$ cat config.mk
export PLATFORM = sky130hd
export DESIGN_NAME = bmpd_decoder
export DESIGN_NICKNAME = d
export VERILOG_FILES = /design/src/logic/bmpd_pkg.sv /design/src/logic/bmpd_cyc_cnt.sv /design/src/logic/bmpd_decoder.sv
export VERILOG_INCLUDE_DIRS = /design/src /design/src/logic
export SDC_FILE = /design/constraint.sdc
export NUM_CORES = 1
export LEC_CHECK = 0
export BUFFER_PORTS_ARGS = -buffer_cell sky130_fd_sc_hd__buf_2
export CORE_ASPECT_RATIO = 0.75
export CORE_MARGIN = 2
export CORE_UTILIZATION = 50
export CTS_CLUSTER_SIZE = 24
export DETAILED_ROUTE_END_ITERATION = 10
export HOLD_SLACK_MARGIN = 0.15
export PLACE_DENSITY = 0.81
export SETUP_SLACK_MARGIN = 0.1
export SYNTH_ARGS = -nofsm -noshare
export SYNTH_HDL_FRONTEND = slang
export SYNTH_HIERARCHICAL = 1
export SYNTH_SLANG_ARGS = --single-unit
export TNS_END_PERCENT = 5
$ cat constraint.sdc
create_clock -name clk -period 3.8 [get_ports clk]
set_clock_uncertainty 0.05 [all_clocks]
set_input_delay 0.19 -clock clk [delete_from_list [all_inputs] [get_ports clk]]
set_output_delay 0.19 -clock clk [all_outputs]
set_load 0.005 [all_outputs]
$ cat src/logic/bmpd_defs.svh
`ifndef BMPD_DEFS_SVH
`define BMPD_DEFS_SVH

// opcode bytes; the decoder compares ins_op with 11H, CFH and 61H, never with 08H
`define BMPD_PREFIX_OP 8'h11
`define BMPD_ABS_IMM_OP 8'hCF
`define BMPD_XCH_AX_OP 8'h08
`define BMPD_XCH_R_OP 8'h61

// segment used when no prefix is present (F0000H..FFFFFH)
`define BMPD_WIN_SEG 4'hF
`define BMPD_ES_RST 4'hF

// instruction clocks, each one cpu_clock cycle
`define BMPD_CYC_RAM 3'h1
`define BMPD_CYC_PM 3'h4
`define BMPD_CYC_ES_RAM 3'h2
`define BMPD_CYC_ES_PM 3'h5
`define BMPD_CYC_PSW 3'h3
`define BMPD_CYC_XCH_MEM 3'h2
`define BMPD_CYC_ES_XCH_MEM 3'h3

// flag positions inside the program_status_word byte
`define BMPD_PSW_Z 6
`define BMPD_PSW_AC 4
`define BMPD_PSW_CY 0
`define BMPD_FLAGS_RST 3'h0

`endif

$ cat src/logic/bmpd_pkg.sv
package bmpd_pkg;

  typedef enum logic [1:0] {
    BMPD_K_MOVE = 2'b00,
    BMPD_K_XCH = 2'b01,
    BMPD_K_PSW_WR = 2'b10,
    BMPD_K_ES_WR = 2'b11
  } bmpd_kind_t;

  typedef enum logic [0:0] {
    BMPD_S_IDLE = 1'b0,
    BMPD_S_EXEC = 1'b1
  } bmpd_state_t;

endpackage

$ cat src/logic/bmpd_cyc_cnt.sv
`timescale 1ns/10ps
module bmpd_cyc_cnt (
  // clock and reset
  input wire logic clk,
  input wire logic nrst,
  input wire logic ce,
  // load
  input wire logic load,
  input wire logic [2:0] load_val,
  // status
  output logic busy,
  output logic last
);

  logic [2:0] cnt_r;
  logic [2:0] cnt_nxt;
  logic run_r;
  logic run_nxt;

  always_comb begin
    cnt_nxt = cnt_r;
    run_nxt = run_r;
    if (load) begin
      cnt_nxt = load_val - 3'h1;
      run_nxt = 1'b1;
    end else if (run_r) begin
      if (cnt_r == 3'h0) begin
        run_nxt = 1'b0;
      end else begin
        cnt_nxt = cnt_r - 3'h1;
      end
    end
  end

  always_ff @(posedge clk) begin
    if (!nrst) begin
      cnt_r <= 3'h0;
      run_r <= 1'b0;
    end else if (ce) begin
      cnt_r <= cnt_nxt;
      run_r <= run_nxt;
    end
  end

  assign busy = run_r;
  assign last = run_r && (cnt_r == 3'h0);

endmodule

$ cat src/logic/bmpd_decoder.sv
`timescale 1ns/10ps
`include "bmpd_defs.svh"
// Summary of operation
// - a prefixed instruction addresses {extension segment, 16-bit address}, others use F0000H-FFFFFH.
// - the segment extension covers only the one instruction right after the prefix byte.
// - the prefix is the leading byte 11H ahead of an unchanged encoding such as CFH.
// - unprefixed transfers take 1 clock for RAM/SFR or no data, 4 for a program memory load.
// - prefixed transfers take 2 clocks for RAM/SFR data and 5 for a program memory load.
// - each instruction clock is exactly one cpu_clock cycle.
module bmpd_decoder (
  // clock and reset
  input wire logic clk,
  input wire logic nrst,
  input wire logic ce,
  // instruction from fetch
  input wire logic ins_valid,
  input wire logic [7:0] ins_op,
  input wire bmpd_pkg::bmpd_kind_t ins_kind,
  input wire logic [15:0] ins_addr,
  input wire logic ins_mem,
  input wire logic ins_pm,
  input wire logic ins_load,
  input wire logic [7:0] ins_data,
  // decode results
  output logic busy_r,
  output logic done_r,
  output logic addr_valid_r,
  output logic [19:0] data_addr_r,
  output logic prefixed_r,
  output logic [2:0] cycles_r,
  output logic xch_r,
  output logic xch_two_byte_r,
  output logic pm_store_r,
  output logic abs_imm_r,
  // architectural state
  output logic [3:0] extension_segment_register_r,
  output logic zero_flag_r,
  output logic auxiliary_carry_flag_r,
  output logic carry_flag_r
);

  // ----------------------------------------
  // helpers
  // ----------------------------------------
  function automatic logic [2:0] bmpd_cycles(input bmpd_pkg::bmpd_kind_t k, input logic pre,
                                             input logic mem, input logic pm, input logic ld);
    logic [2:0] c;
    c = pre ? `BMPD_CYC_ES_RAM : `BMPD_CYC_RAM;
    if (k == bmpd_pkg::BMPD_K_PSW_WR) begin
      c = `BMPD_CYC_PSW;
    end else if (k == bmpd_pkg::BMPD_K_XCH) begin
      if (mem) begin
        c = pre ? `BMPD_CYC_ES_XCH_MEM : `BMPD_CYC_XCH_MEM;
      end else begin
        c = `BMPD_CYC_RAM;
      end
    end else if (!mem) begin
      c = `BMPD_CYC_RAM;
    end else if (pm && ld) begin
      c = pre ? `BMPD_CYC_ES_PM : `BMPD_CYC_PM;
    end
    return c;
  endfunction

  // ----------------------------------------
  // state
  // ----------------------------------------
  bmpd_pkg::bmpd_state_t state_r;
  bmpd_pkg::bmpd_state_t state_nxt;
  logic pend_r;
  logic pend_nxt;
  logic [3:0] es_nxt;
  logic [2:0] flags_r;
  logic [2:0] flags_nxt;
  logic [19:0] addr_nxt;
  logic addr_valid_nxt;
  logic prefixed_nxt;
  logic [2:0] cycles_nxt;
  logic xch_nxt;
  logic xch_two_nxt;
  logic pm_store_nxt;
  logic abs_imm_nxt;
  logic done_nxt;
  logic cnt_load;
  logic cnt_busy;
  logic cnt_last;
  logic take;

  // the prefix byte itself costs no clock: the prefixed counts already include it
  assign take = ins_valid && !cnt_busy;

  bmpd_cyc_cnt u_cnt (
    .clk(clk),
    .nrst(nrst),
    .ce(ce),
    .load(cnt_load),
    .load_val(cycles_nxt),
    .busy(cnt_busy),
    .last(cnt_last)
  );

  // ----------------------------------------
  // decode and sequencing
  // ----------------------------------------
  always_comb begin
    state_nxt = state_r;
    pend_nxt = pend_r;
    es_nxt = extension_segment_register_r;
    flags_nxt = flags_r;
    addr_nxt = data_addr_r;
    addr_valid_nxt = 1'b0;
    prefixed_nxt = prefixed_r;
    cycles_nxt = cycles_r;
    xch_nxt = xch_r;
    xch_two_nxt = xch_two_byte_r;
    pm_store_nxt = pm_store_r;
    abs_imm_nxt = abs_imm_r;
    done_nxt = 1'b0;
    cnt_load = 1'b0;
    case (state_r)
      bmpd_pkg::BMPD_S_IDLE: begin
        if (take && ins_op == `BMPD_PREFIX_OP) begin
          pend_nxt = 1'b1;
        end else if (take) begin
          pend_nxt = 1'b0;
          prefixed_nxt = pend_r;
          cycles_nxt = bmpd_cycles(ins_kind, pend_r, ins_mem, ins_pm, ins_load);
          cnt_load = 1'b1;
          addr_valid_nxt = ins_mem;
          // rely on software having loaded the segment first
          addr_nxt = {pend_r ? extension_segment_register_r : `BMPD_WIN_SEG, ins_addr};
          xch_nxt = (ins_kind == bmpd_pkg::BMPD_K_XCH);
          xch_two_nxt = (ins_kind == bmpd_pkg::BMPD_K_XCH) && (ins_op == `BMPD_XCH_R_OP);
          abs_imm_nxt = (ins_op == `BMPD_ABS_IMM_OP);
          // no cycle count exists for stores into program memory; flagged, not blocked
          pm_store_nxt = ins_mem && ins_pm && !ins_load && (ins_kind == bmpd_pkg::BMPD_K_MOVE);
          if (ins_kind == bmpd_pkg::BMPD_K_PSW_WR) begin
            flags_nxt = {ins_data[`BMPD_PSW_Z], ins_data[`BMPD_PSW_AC], ins_data[`BMPD_PSW_CY]};
          end
          if (ins_kind == bmpd_pkg::BMPD_K_ES_WR) begin
            es_nxt = ins_data[3:0];
          end
          state_nxt = bmpd_pkg::BMPD_S_EXEC;
        end
      end
      bmpd_pkg::BMPD_S_EXEC: begin
        if (cnt_last) begin
          done_nxt = 1'b1;
          state_nxt = bmpd_pkg::BMPD_S_IDLE;
        end
      end
      default: begin
        state_nxt = bmpd_pkg::BMPD_S_IDLE;
      end
    endcase
  end

  always_ff @(posedge clk) begin
    if (!nrst) begin
      state_r <= bmpd_pkg::BMPD_S_IDLE;
      pend_r <= 1'b0;
      extension_segment_register_r <= `BMPD_ES_RST;
      flags_r <= `BMPD_FLAGS_RST;
      data_addr_r <= 20'h00000;
      addr_valid_r <= 1'b0;
      prefixed_r <= 1'b0;
      cycles_r <= 3'h0;
      xch_r <= 1'b0;
      xch_two_byte_r <= 1'b0;
      pm_store_r <= 1'b0;
      abs_imm_r <= 1'b0;
      done_r <= 1'b0;
      busy_r <= 1'b0;
    end else if (ce) begin
      state_r <= state_nxt;
      pend_r <= pend_nxt;
      extension_segment_register_r <= es_nxt;
      flags_r <= flags_nxt;
      data_addr_r <= addr_nxt;
      addr_valid_r <= addr_valid_nxt;
      prefixed_r <= prefixed_nxt;
      cycles_r <= cycles_nxt;
      xch_r <= xch_nxt;
      xch_two_byte_r <= xch_two_nxt;
      pm_store_r <= pm_store_nxt;
      abs_imm_r <= abs_imm_nxt;
      done_r <= done_nxt;
      busy_r <= (state_nxt == bmpd_pkg::BMPD_S_EXEC);
    end
  end

  assign zero_flag_r = flags_r[2];
  assign auxiliary_carry_flag_r = flags_r[1];
  assign carry_flag_r = flags_r[0];

endmodule

==> key figures, run 1 <==
Run status
  – Result of the run: finished clean

Clocking
  – TritonCTS clock tree: built
  – Number of gates resized after CTS: 0
  – Clock latency at the later pin of the worst-skew pair: 290 ps
  – CTS max path bufs: 2
  – Total number of H-tree levels: 2
  – # Post-CTS Setup Buffers: 0
  – Clock Sinks: 43
  – Clock root buffer master: clkbuf_8
  – Inserted Clock Buffers: 5
  – Post-CTS clock slew at the launch and capture registers of the worst setup and hold paths: 80 ps

Pwr
  – Sequential power share: 47.4%
  – VDD IR max: 247 uV
  – Switching part of the total: 26.2%
  – Part of the power in combinational logic: 18.5%
  – Leakage power: 1.32 nW
  – Power density over the cells: 364 nW/um2
  – Clock share of power: 34.0%
  – Internal Pwr Total: 0.767 mW
  – Power dissipated by switching net loads: 0.273 mW

STA
  – Worst hold margin: 168 ps
  – Unrepaired setup endpoints after global routing: false
  – Highest attainable clock frequency: 348 MHz
  – Transition time of the tightest slew-check pin: 827 ps
  – Final cycle utilization of the critical path: 75.7%
  – Relative slew margins: 44.9%
  – Pins Over Slew Limit: 0
  – Worst Slack Setup Final: 922 ps
  – Shortest period the worst path allows: 2880 ps
  – Sum Neg Setup Slack: 0 ps
  – Setup violation total in the final timing report: 0
  – Count of final hold-check violations: 0

Critical path
  – Delay of the slowest cell on the worst path: 750 ps
  – Reg2Reg Depth: 7
  – Maximum fanout along the worst path: 13
  – CP Buf/Inv Count: 2
  – Worst-path cell with the longest stage delay: a2111oi_4
  – Critical path data required time: 3930 ps
  – Cell class contributing the biggest share of worst-path delay: compound AO/OA/AOI/OAI gates
  – Startpoint types: input port
  – Total stage count of the critical path: 10
  – Cell breakdown of the critical path: dlygate4sd3_1 > buf_2 > nor4_4 > a2111oi_4 > mux2_2 > mux2i_1 > ha_1 > nand3_1 > and3_1 > o31a_1
  – Type of the setup path with the least slack: in -> reg
  – Kind of capture point of the worst setup path: flop
  – Crit path DAT: 3010 ps

Cells and area
  – Nets@finish: 369
  – Area added between synthesis and finish: 33.6%
  – Layout Utilization: 69.9%
  – ANT cells: 0
  – Count of placed standard cells in the final layout, fillers left out: 382
  – Fill cell total of the finished layout: 341
  – Layout cells sized above 1: 30.9%
  – Multi-input logic area: 1170 um2
  – Area taken by flip-flops and latches: 861 um2

Yosys
  – Cell area after synthesis: 2130 um2
  – Post-synth top cells: nand2_1 (57), dfxtp_1 (43), mux2i_1 (32)
  – Number of synthesized flops with an enable pin: 0
  – Syn_area_per_cell: 9.16 um2
  – Count of state elements after synthesis: 43
  – Yosys synthesis warning count: 6
  – Library cell with the largest summed area after synthesis: dfxtp_1
  – Most frequently used flop master after synthesis: dfxtp_1
  – Sequential cell area fraction in the yosys report: 40.3%
  – Syn_nets: 276
  – Area contributors post-synth: dfxtp_1 (40%), mux2i_1 (15%), nand2_1 (10%), nand3_1 (2.1%), inv_1 (1.8%)
  – Fraction of synthesis flops using an asynchronous set or reset pin: 0%
  – Count of distinct cell types in the synthesized netlist: 49
  – Number of cells produced by synthesis: 233
  – Fraction of post-synthesis cell area in the top cell type by area: 40.3%
  – Most instantiated library cell after synthesis: nand2_1

Floorplanning
  – Die height: 60.6 um
  – Width of the die: 79.4 um
  – Std-Cell Core Area: 4080 um2
  – Die Outline Area: 4810 um2
  – I/O pin count: 79
  – Initial Util: 52.3%
  – Site Rows: 20

Global routing
  – Via count of the first global-routing pass: 1810
  – Number of antenna violations at the first check in global routing: 0
  – Maximum number of pins on one net before global-route repair: 36
  – Overflow left after global routing: 0
  – Global router's overall resource usage: 22.7%
  – First-pass GRT wire length: 8510 um

Placement
  – Routability Congestion: 0.939
  – Instance count after placement with tap cells included: 353
  – Detailed placement HPWL: 3570 um
  – Quantity of I/O buffers inserted on ports: 76
  – Worst slack at placement: 1020 ps

Routing
  – Drt wl/cell: 13.8 um
  – Total wirelength of the detailed-routed design: 5270 um
  – First drt pass iteration count: 4
  – Remaining antenna violation count after routing: 0
  – Starting DRT DRC Count: 128
  – Avg Vias per Cell: 5.20
  – Routed vias: 1985
  – Detailed-route DRC error count: 0

Worst hold path
  – Worst Hold Depth: 4
  – Worst Hold Class: in -> reg

Job
  – Maximum Capacitance Violations: 0
[cell usage in the layout (no fill, tap or decap), types with 2 or more instances in the layout]
cell,netlist,final
a211oi_1,3,3
a21oi_1,5,5
and4b_1,3,3
buf_2,1,76
buf_4,1,2
clkbuf_8,0,5
dfxtp_1,43,43
dlygate4sd3_1,0,21
ha_1,2,2
inv_1,10,10
mux2_2,3,3
mux2i_1,32,32
nand2_1,57,57
nand2b_1,3,3
nand3_1,9,9
nand4_1,2,2
nor2b_1,2,2
nor3_1,4,4
nor4_1,2,2
o21ai_0,7,7
o221a_2,2,2
o221ai_1,4,4
[per-stage QoR]
step	power [mW]	area (um2)
5_1_grt	1.09	2850
3_5_place_dp	0.677	2530
2_1_floorplan	0.614	2130
3_3_place_gp	0.671	2530
6_report	1.04	2850
4_1_cts	1.04	2850
[power by group through the flow]
stage / combinational [mW] / clock [mW] / sequential [mW]
after CTS: 0.191 / 0.358 / 0.493
after detailed placement: 0.174 / 0 / 0.503
after global routing: 0.213 / 0.381 / 0.497
after floorplan: 0.111 / 0 / 0.502
after global placement: 0.169 / 0 / 0.502
final: 0.193 / 0.354 / 0.493
[layout make-up]
class	count	share of cell area, %
clock buffer	5	2.41
clock inverter	3	1.54
inverter	10	1.32
multi-input combinational	167	40.9
sequential	43	30.2
tap	55	2.41
timing repair buffer	99	21.2
[metal layers]
metal / vias up / routed length (um) / track usage (%)
met2: 62 / 2540 / 36.5
met5: - / 0 / 0
li1: 1008 / - / -
met1: 909 / 2410 / 30.7
met4: 0 / 49 / 8.87
met3: 6 / 279 / 4.61
[state kept, by name, indices dropped and copies added, names as in the netlist]
| signal | flops |
|---|---|
| prefixed_r | 1 |
| u_cnt/busy | 1 |
| xch_two_byte_r | 1 |
| pm_store_r | 1 |
| pend_r | 1 |
| done_r | 1 |
| data_addr_r | 20 |
| u_cnt/cnt_r | 3 |
| xch_r | 1 |
| cycles_r | 3 |
| state_r | 1 |
| extension_segment_register_r | 4 |
| flags_r | 3 |
| addr_valid_r | 1 |
| abs_imm_r | 1 |
[worst reg2reg max path, cell delays in order, from the launching register on]
cell and delay (ps):
dfxtp_1 390, a2111oi_4 800, mux2_2 420, mux2i_1 140, ha_1 240, nand3_1 110, and3_1 200, o31a_1 230
[repair_timing]
item                                    CTS  global route
endpoints found under the hold margin    21             0
endpoints found under the setup margin    0             0
hold buffers                             21             0
[cell families after synthesis]
logic type	count (synthesis)	share of synthesized area, %
multiplexers	35	16.6
flip-flops	43	40.3
buffers and inverters	23	4.98
adder cells (fa/ha/maj)	2	1.17
AO/OA/AOI/OAI	34	12.6
XOR/XNOR	1	0.410
AND/OR/NAND/NOR	95	23.9
[final timing paths]
path | from | to | slack, ps
max | ins_op[7] | u_cnt/cnt_r[2]$_SDFFE_PN0P_ | 920
min | ins_load | pm_store_r$_SDFFE_PN0P_ | 170
max reg2reg | state_r$_SDFFE_PN0P_ | u_cnt/cnt_r[2]$_SDFFE_PN0P_ | 1120
min reg2reg | data_addr_r[7]$_SDFFE_PN0P_ | data_addr_r[7]$_SDFFE_PN0P_ | 410
(Power assumes the default switching activity.)
==> run 2: changes to the inputs <==
--- a/config.mk
+++ b/config.mk
@@ -6,14 +6,15 @@
 export SDC_FILE = /design/constraint.sdc
 export NUM_CORES = 1
 export LEC_CHECK = 0
+export ABC_AREA = 1
 export BUFFER_PORTS_ARGS = -buffer_cell sky130_fd_sc_hd__buf_2
 export CORE_ASPECT_RATIO = 0.75
 export CORE_MARGIN = 2
-export CORE_UTILIZATION = 50
+export CORE_UTILIZATION = 43
 export CTS_CLUSTER_SIZE = 24
 export DETAILED_ROUTE_END_ITERATION = 10
 export HOLD_SLACK_MARGIN = 0.15
-export PLACE_DENSITY = 0.81
+export PLACE_DENSITY = 0.76
 export SETUP_SLACK_MARGIN = 0.1
 export SYNTH_ARGS = -nofsm -noshare
 export SYNTH_HDL_FRONTEND = slang
==> constraint.sdc (replaced) <==
create_clock -name clk -period 2.3 [get_ports clk]
set_clock_uncertainty 0.05 [all_clocks]
set_input_delay 0.115 -clock clk [delete_from_list [all_inputs] [get_ports clk]]
set_output_delay 0.115 -clock clk [all_outputs]
set_load 0.005 [all_outputs]
==> key figures, run 2 <==
Pwr
  – Sequential power share: 44.6%
  – Leakage power: 1.38 nW
  – Power density over the cells: 667 nW/um2
  – Power dissipated by switching net loads: 0.458 mW
  – Part of the power in combinational logic: 18.4%
  – Clock share of power: 37.0%
  – Switching part of the total: 24.9%
  – VDD IR max: 357 uV
  – Internal Pwr Total: 1.38 mW

Placement
  – Quantity of I/O buffers inserted on ports: 76
  – Routability Congestion: 0.825
  – Detailed placement HPWL: 3550 um

Clocking
  – Clock Sinks: 43
  – CTS max path bufs: 2
  – Total number of H-tree levels: 2
  – Clock latency at the later pin of the worst-skew pair: 290 ps
  – Post-CTS clock slew at the launch and capture registers of the worst setup and hold paths: 80 ps
  – Inserted Clock Buffers: 5
  – TritonCTS clock tree: built
  – Clock root buffer master: clkbuf_8

Routing
  – Total wirelength of the detailed-routed design: 5120 um
  – Routed vias: 2084
  – Starting DRT DRC Count: 102
  – First drt pass iteration count: 4
  – Detailed-route DRC error count: 0
  – Avg Vias per Cell: 4.76
  – Remaining antenna violation count after routing: 0
  – Drt wl/cell: 11.7 um

Yosys
  – Number of synthesized flops with an enable pin: 0
  – Yosys synthesis warning count: 6
  – Count of state elements after synthesis: 43
  – Post-synth top cells: nor2_1 (61), nand2_1 (54), dfxtp_1 (43)
  – Library cell with the largest summed area after synthesis: dfxtp_1
  – Syn_nets: 318
  – Syn_area_per_cell: 6.91 um2
  – Most instantiated library cell after synthesis: nor2_1
  – Fraction of post-synthesis cell area in the top cell type by area: 45.3%
  – Number of cells produced by synthesis: 275
  – Most frequently used flop master after synthesis: dfxtp_1
  – Fraction of synthesis flops using an asynchronous set or reset pin: 0%
  – Sequential cell area fraction in the yosys report: 45.3%
  – Count of distinct cell types in the synthesized netlist: 24
  – Cell area after synthesis: 1900 um2
  – Area contributors post-synth: dfxtp_1 (45%), nor2_1 (12%), nand2_1 (11%), o21ai_0 (6.1%), inv_1 (5.9%)

Worst hold path
  – Worst Hold Class: in -> reg

STA
  – Setup violation total in the final timing report: 0
  – Unrepaired setup endpoints after global routing: true
  – Transition time of the tightest slew-check pin: 418 ps
  – Sum Neg Setup Slack: 0 ps
  – Worst hold margin: 155 ps
  – Highest attainable clock frequency: 486 MHz
  – Relative slew margins: 72.0%
  – Count of final hold-check violations: 0
  – Pins Over Slew Limit: 0
  – Final cycle utilization of the critical path: 89.4%
  – Shortest period the worst path allows: 2060 ps

Critical path
  – Startpoint of the worst-slack reg-to-reg timing path: u_cnt/busy$_SDFFE_PN0P_
  – Worst-path cell with the longest stage delay: dlygate4sd3_1
  – FF-to-FF End: u_cnt/cnt_r[2]$_SDFFE_PN0P_
  – Cell occurring most often along the worst timing path: dlygate4sd3_1
  – Cell class contributing the biggest share of worst-path delay: buffers and inverters
  – Crit path launch: ce
  – Cell breakdown of the critical path: dlygate4sd3_1 > buf_2 > inv_2 > nor3_4 > nand2_2 > buf_4 > nand3_1 > o21ai_1 > dlygate4sd3_1
  – Capture point of the worst path: pm_store_r$_SDFFE_PN0P_
  – Type of the setup path with the least slack: in -> reg
  – Kind of capture point of the worst setup path: flop
  – Register-to-register path setup slack: 320 ps
  – Critical path data required time: 2430 ps
  – Delay of the slowest cell on the worst path: 550 ps
  – CP Buf/Inv Count: 5
  – Maximum fanout along the worst path: 24
  – Crit path DAT: 2190 ps
  – Total stage count of the critical path: 9
  – Startpoint types: input port
  – Reg2Reg Depth: 15

Floorplanning
  – Std-Cell Core Area: 4150 um2
  – Die Outline Area: 4970 um2
  – I/O pin count: 79
  – Initial Util: 45.7%
  – Die height: 61.6 um
  – Width of the die: 80.7 um
  – Site Rows: 20

Global routing
  – Maximum number of pins on one net before global-route repair: 25
  – First-pass GRT wire length: 8000 um
  – Global router's overall resource usage: 21.1%
  – Number of antenna violations at the first check in global routing: 0
  – Via count of the first global-routing pass: 1866
  – Overflow left after global routing: 0

Cells and area
  – Largest registers ranked by flip-flop count: data_addr_r (20), extension_segment_register_r (4)
  – Most common cell after layout, fill and taps aside: buf_2
  – Most frequent cells in the layout: buf_2 (76), nor2_1 (61), nand2_1 (54)
  – Register ranked first by flip-flop count: data_addr_r
  – Layout cells sized above 1: 25.6%
  – Fill cell total of the finished layout: 388
  – Nets@finish: 425
  – Max FFs per register: 20
  – ANT cells: 0
  – Area added between synthesis and finish: 45.1%

Job
  – Maximum Capacitance Violations: 0

Run status
  – Result of the run: finished clean
[run 2: cell count changes in the layout (fill, tap and decap cells not counted), sizes merged, moves of 7 or more]
| cell | before | now |
|---|---|---|
| dlygate4sd3 | 21 | 29 |
| nor2 | 1 | 61 |
| inv | 10 | 33 |
| mux2i | 32 | 0 |
| a21oi | 6 | 13 |
| nand3 | 9 | 19 |
| o21ai | 9 | 29 |
[run 2: per-layer routing]
layer  GRT usage [%]  routed length [um]  vias up
met1            26.9                2410      921
met3            4.84                 331        9
met4            7.99                  96        0
li1                -                   -     1085
met5               0                   0        -
met2            35.5                2280       69
[run 2: how the worst min path moves through the flow]
stage / from / to / slack (ps) / depth (start not counted)
3_3_place_gp: ins_data[2] / extension_segment_register_r[2]$_SDFFE_PN1P_ / 310 / 3
3_5_place_dp: ins_data[3] / extension_segment_register_r[3]$_SDFFE_PN1P_ / 320 / 3
6_report: nrst / extension_segment_register_r[1]$_SDFFE_PN1P_ / 150 / 2
4_1_cts: nrst / extension_segment_register_r[0]$_SDFFE_PN1P_ / 150 / 2
2_1_floorplan: ce / cycles_r[0]$_SDFFE_PN0P_ / 160 / 1
5_1_grt: nrst / extension_segment_register_r[2]$_SDFFE_PN1P_ / 160 / 2
[run 2: kinds of logic after synthesis]
logic type	after synthesis	synth area share (%)
flops	43	45.3
simple gates	145	32.6
compound gates	44	11.8
buf+inv	41	8.96
fa+ha+maj	2	1.32
[run 2: layout make-up]
cell class                      instances  area [um2]  area share, %
Sequential cell                        43         861           31.2
Multi-Input combinational cell        191         875           31.7
Tap cell                               55        68.8           2.50
Clock inverter                          2        60.1           2.18
Timing Repair Buffer                  108         693           25.1
Clock buffer                            6        72.6           2.63
Inverter                               33         126           4.58
[run 2: power by group through the flow]
stage,Clock (mW),Sequential (mW),Combinational [mW]
finish,0.680,0.820,0.339
global route,0.727,0.827,0.383
CTS,0.699,0.820,0.332
detailed placement,0,0.837,0.295
global placement,0,0.836,0.288
floorplan,0,0.840,0.176
[run 2: metrics by stage]
stage,power [mW],cells,util (%),cell area [um2],setup slack [ps]
after floorplan,1.02,275,-,1900,541
after global placement,1.12,401,56.0,2320,378
after detailed placement,1.13,401,56.0,2320,331
after CTS,1.85,438,66.1,2750,240
after global routing,1.94,438,66.4,2760,72.6
final,1.84,438,66.4,2760,244
[run 2: repair_timing]
| action | 4_1_cts | 5_1_grt |
|---|---|---|
| gates resized for setup | 0 | 3 |
| buffers inserted | 0 | 0 |
| hold buffers | 29 | 0 |
| hold endpoints to repair | 30 | 0 |
| setup endpoints to repair | 0 | 2 |
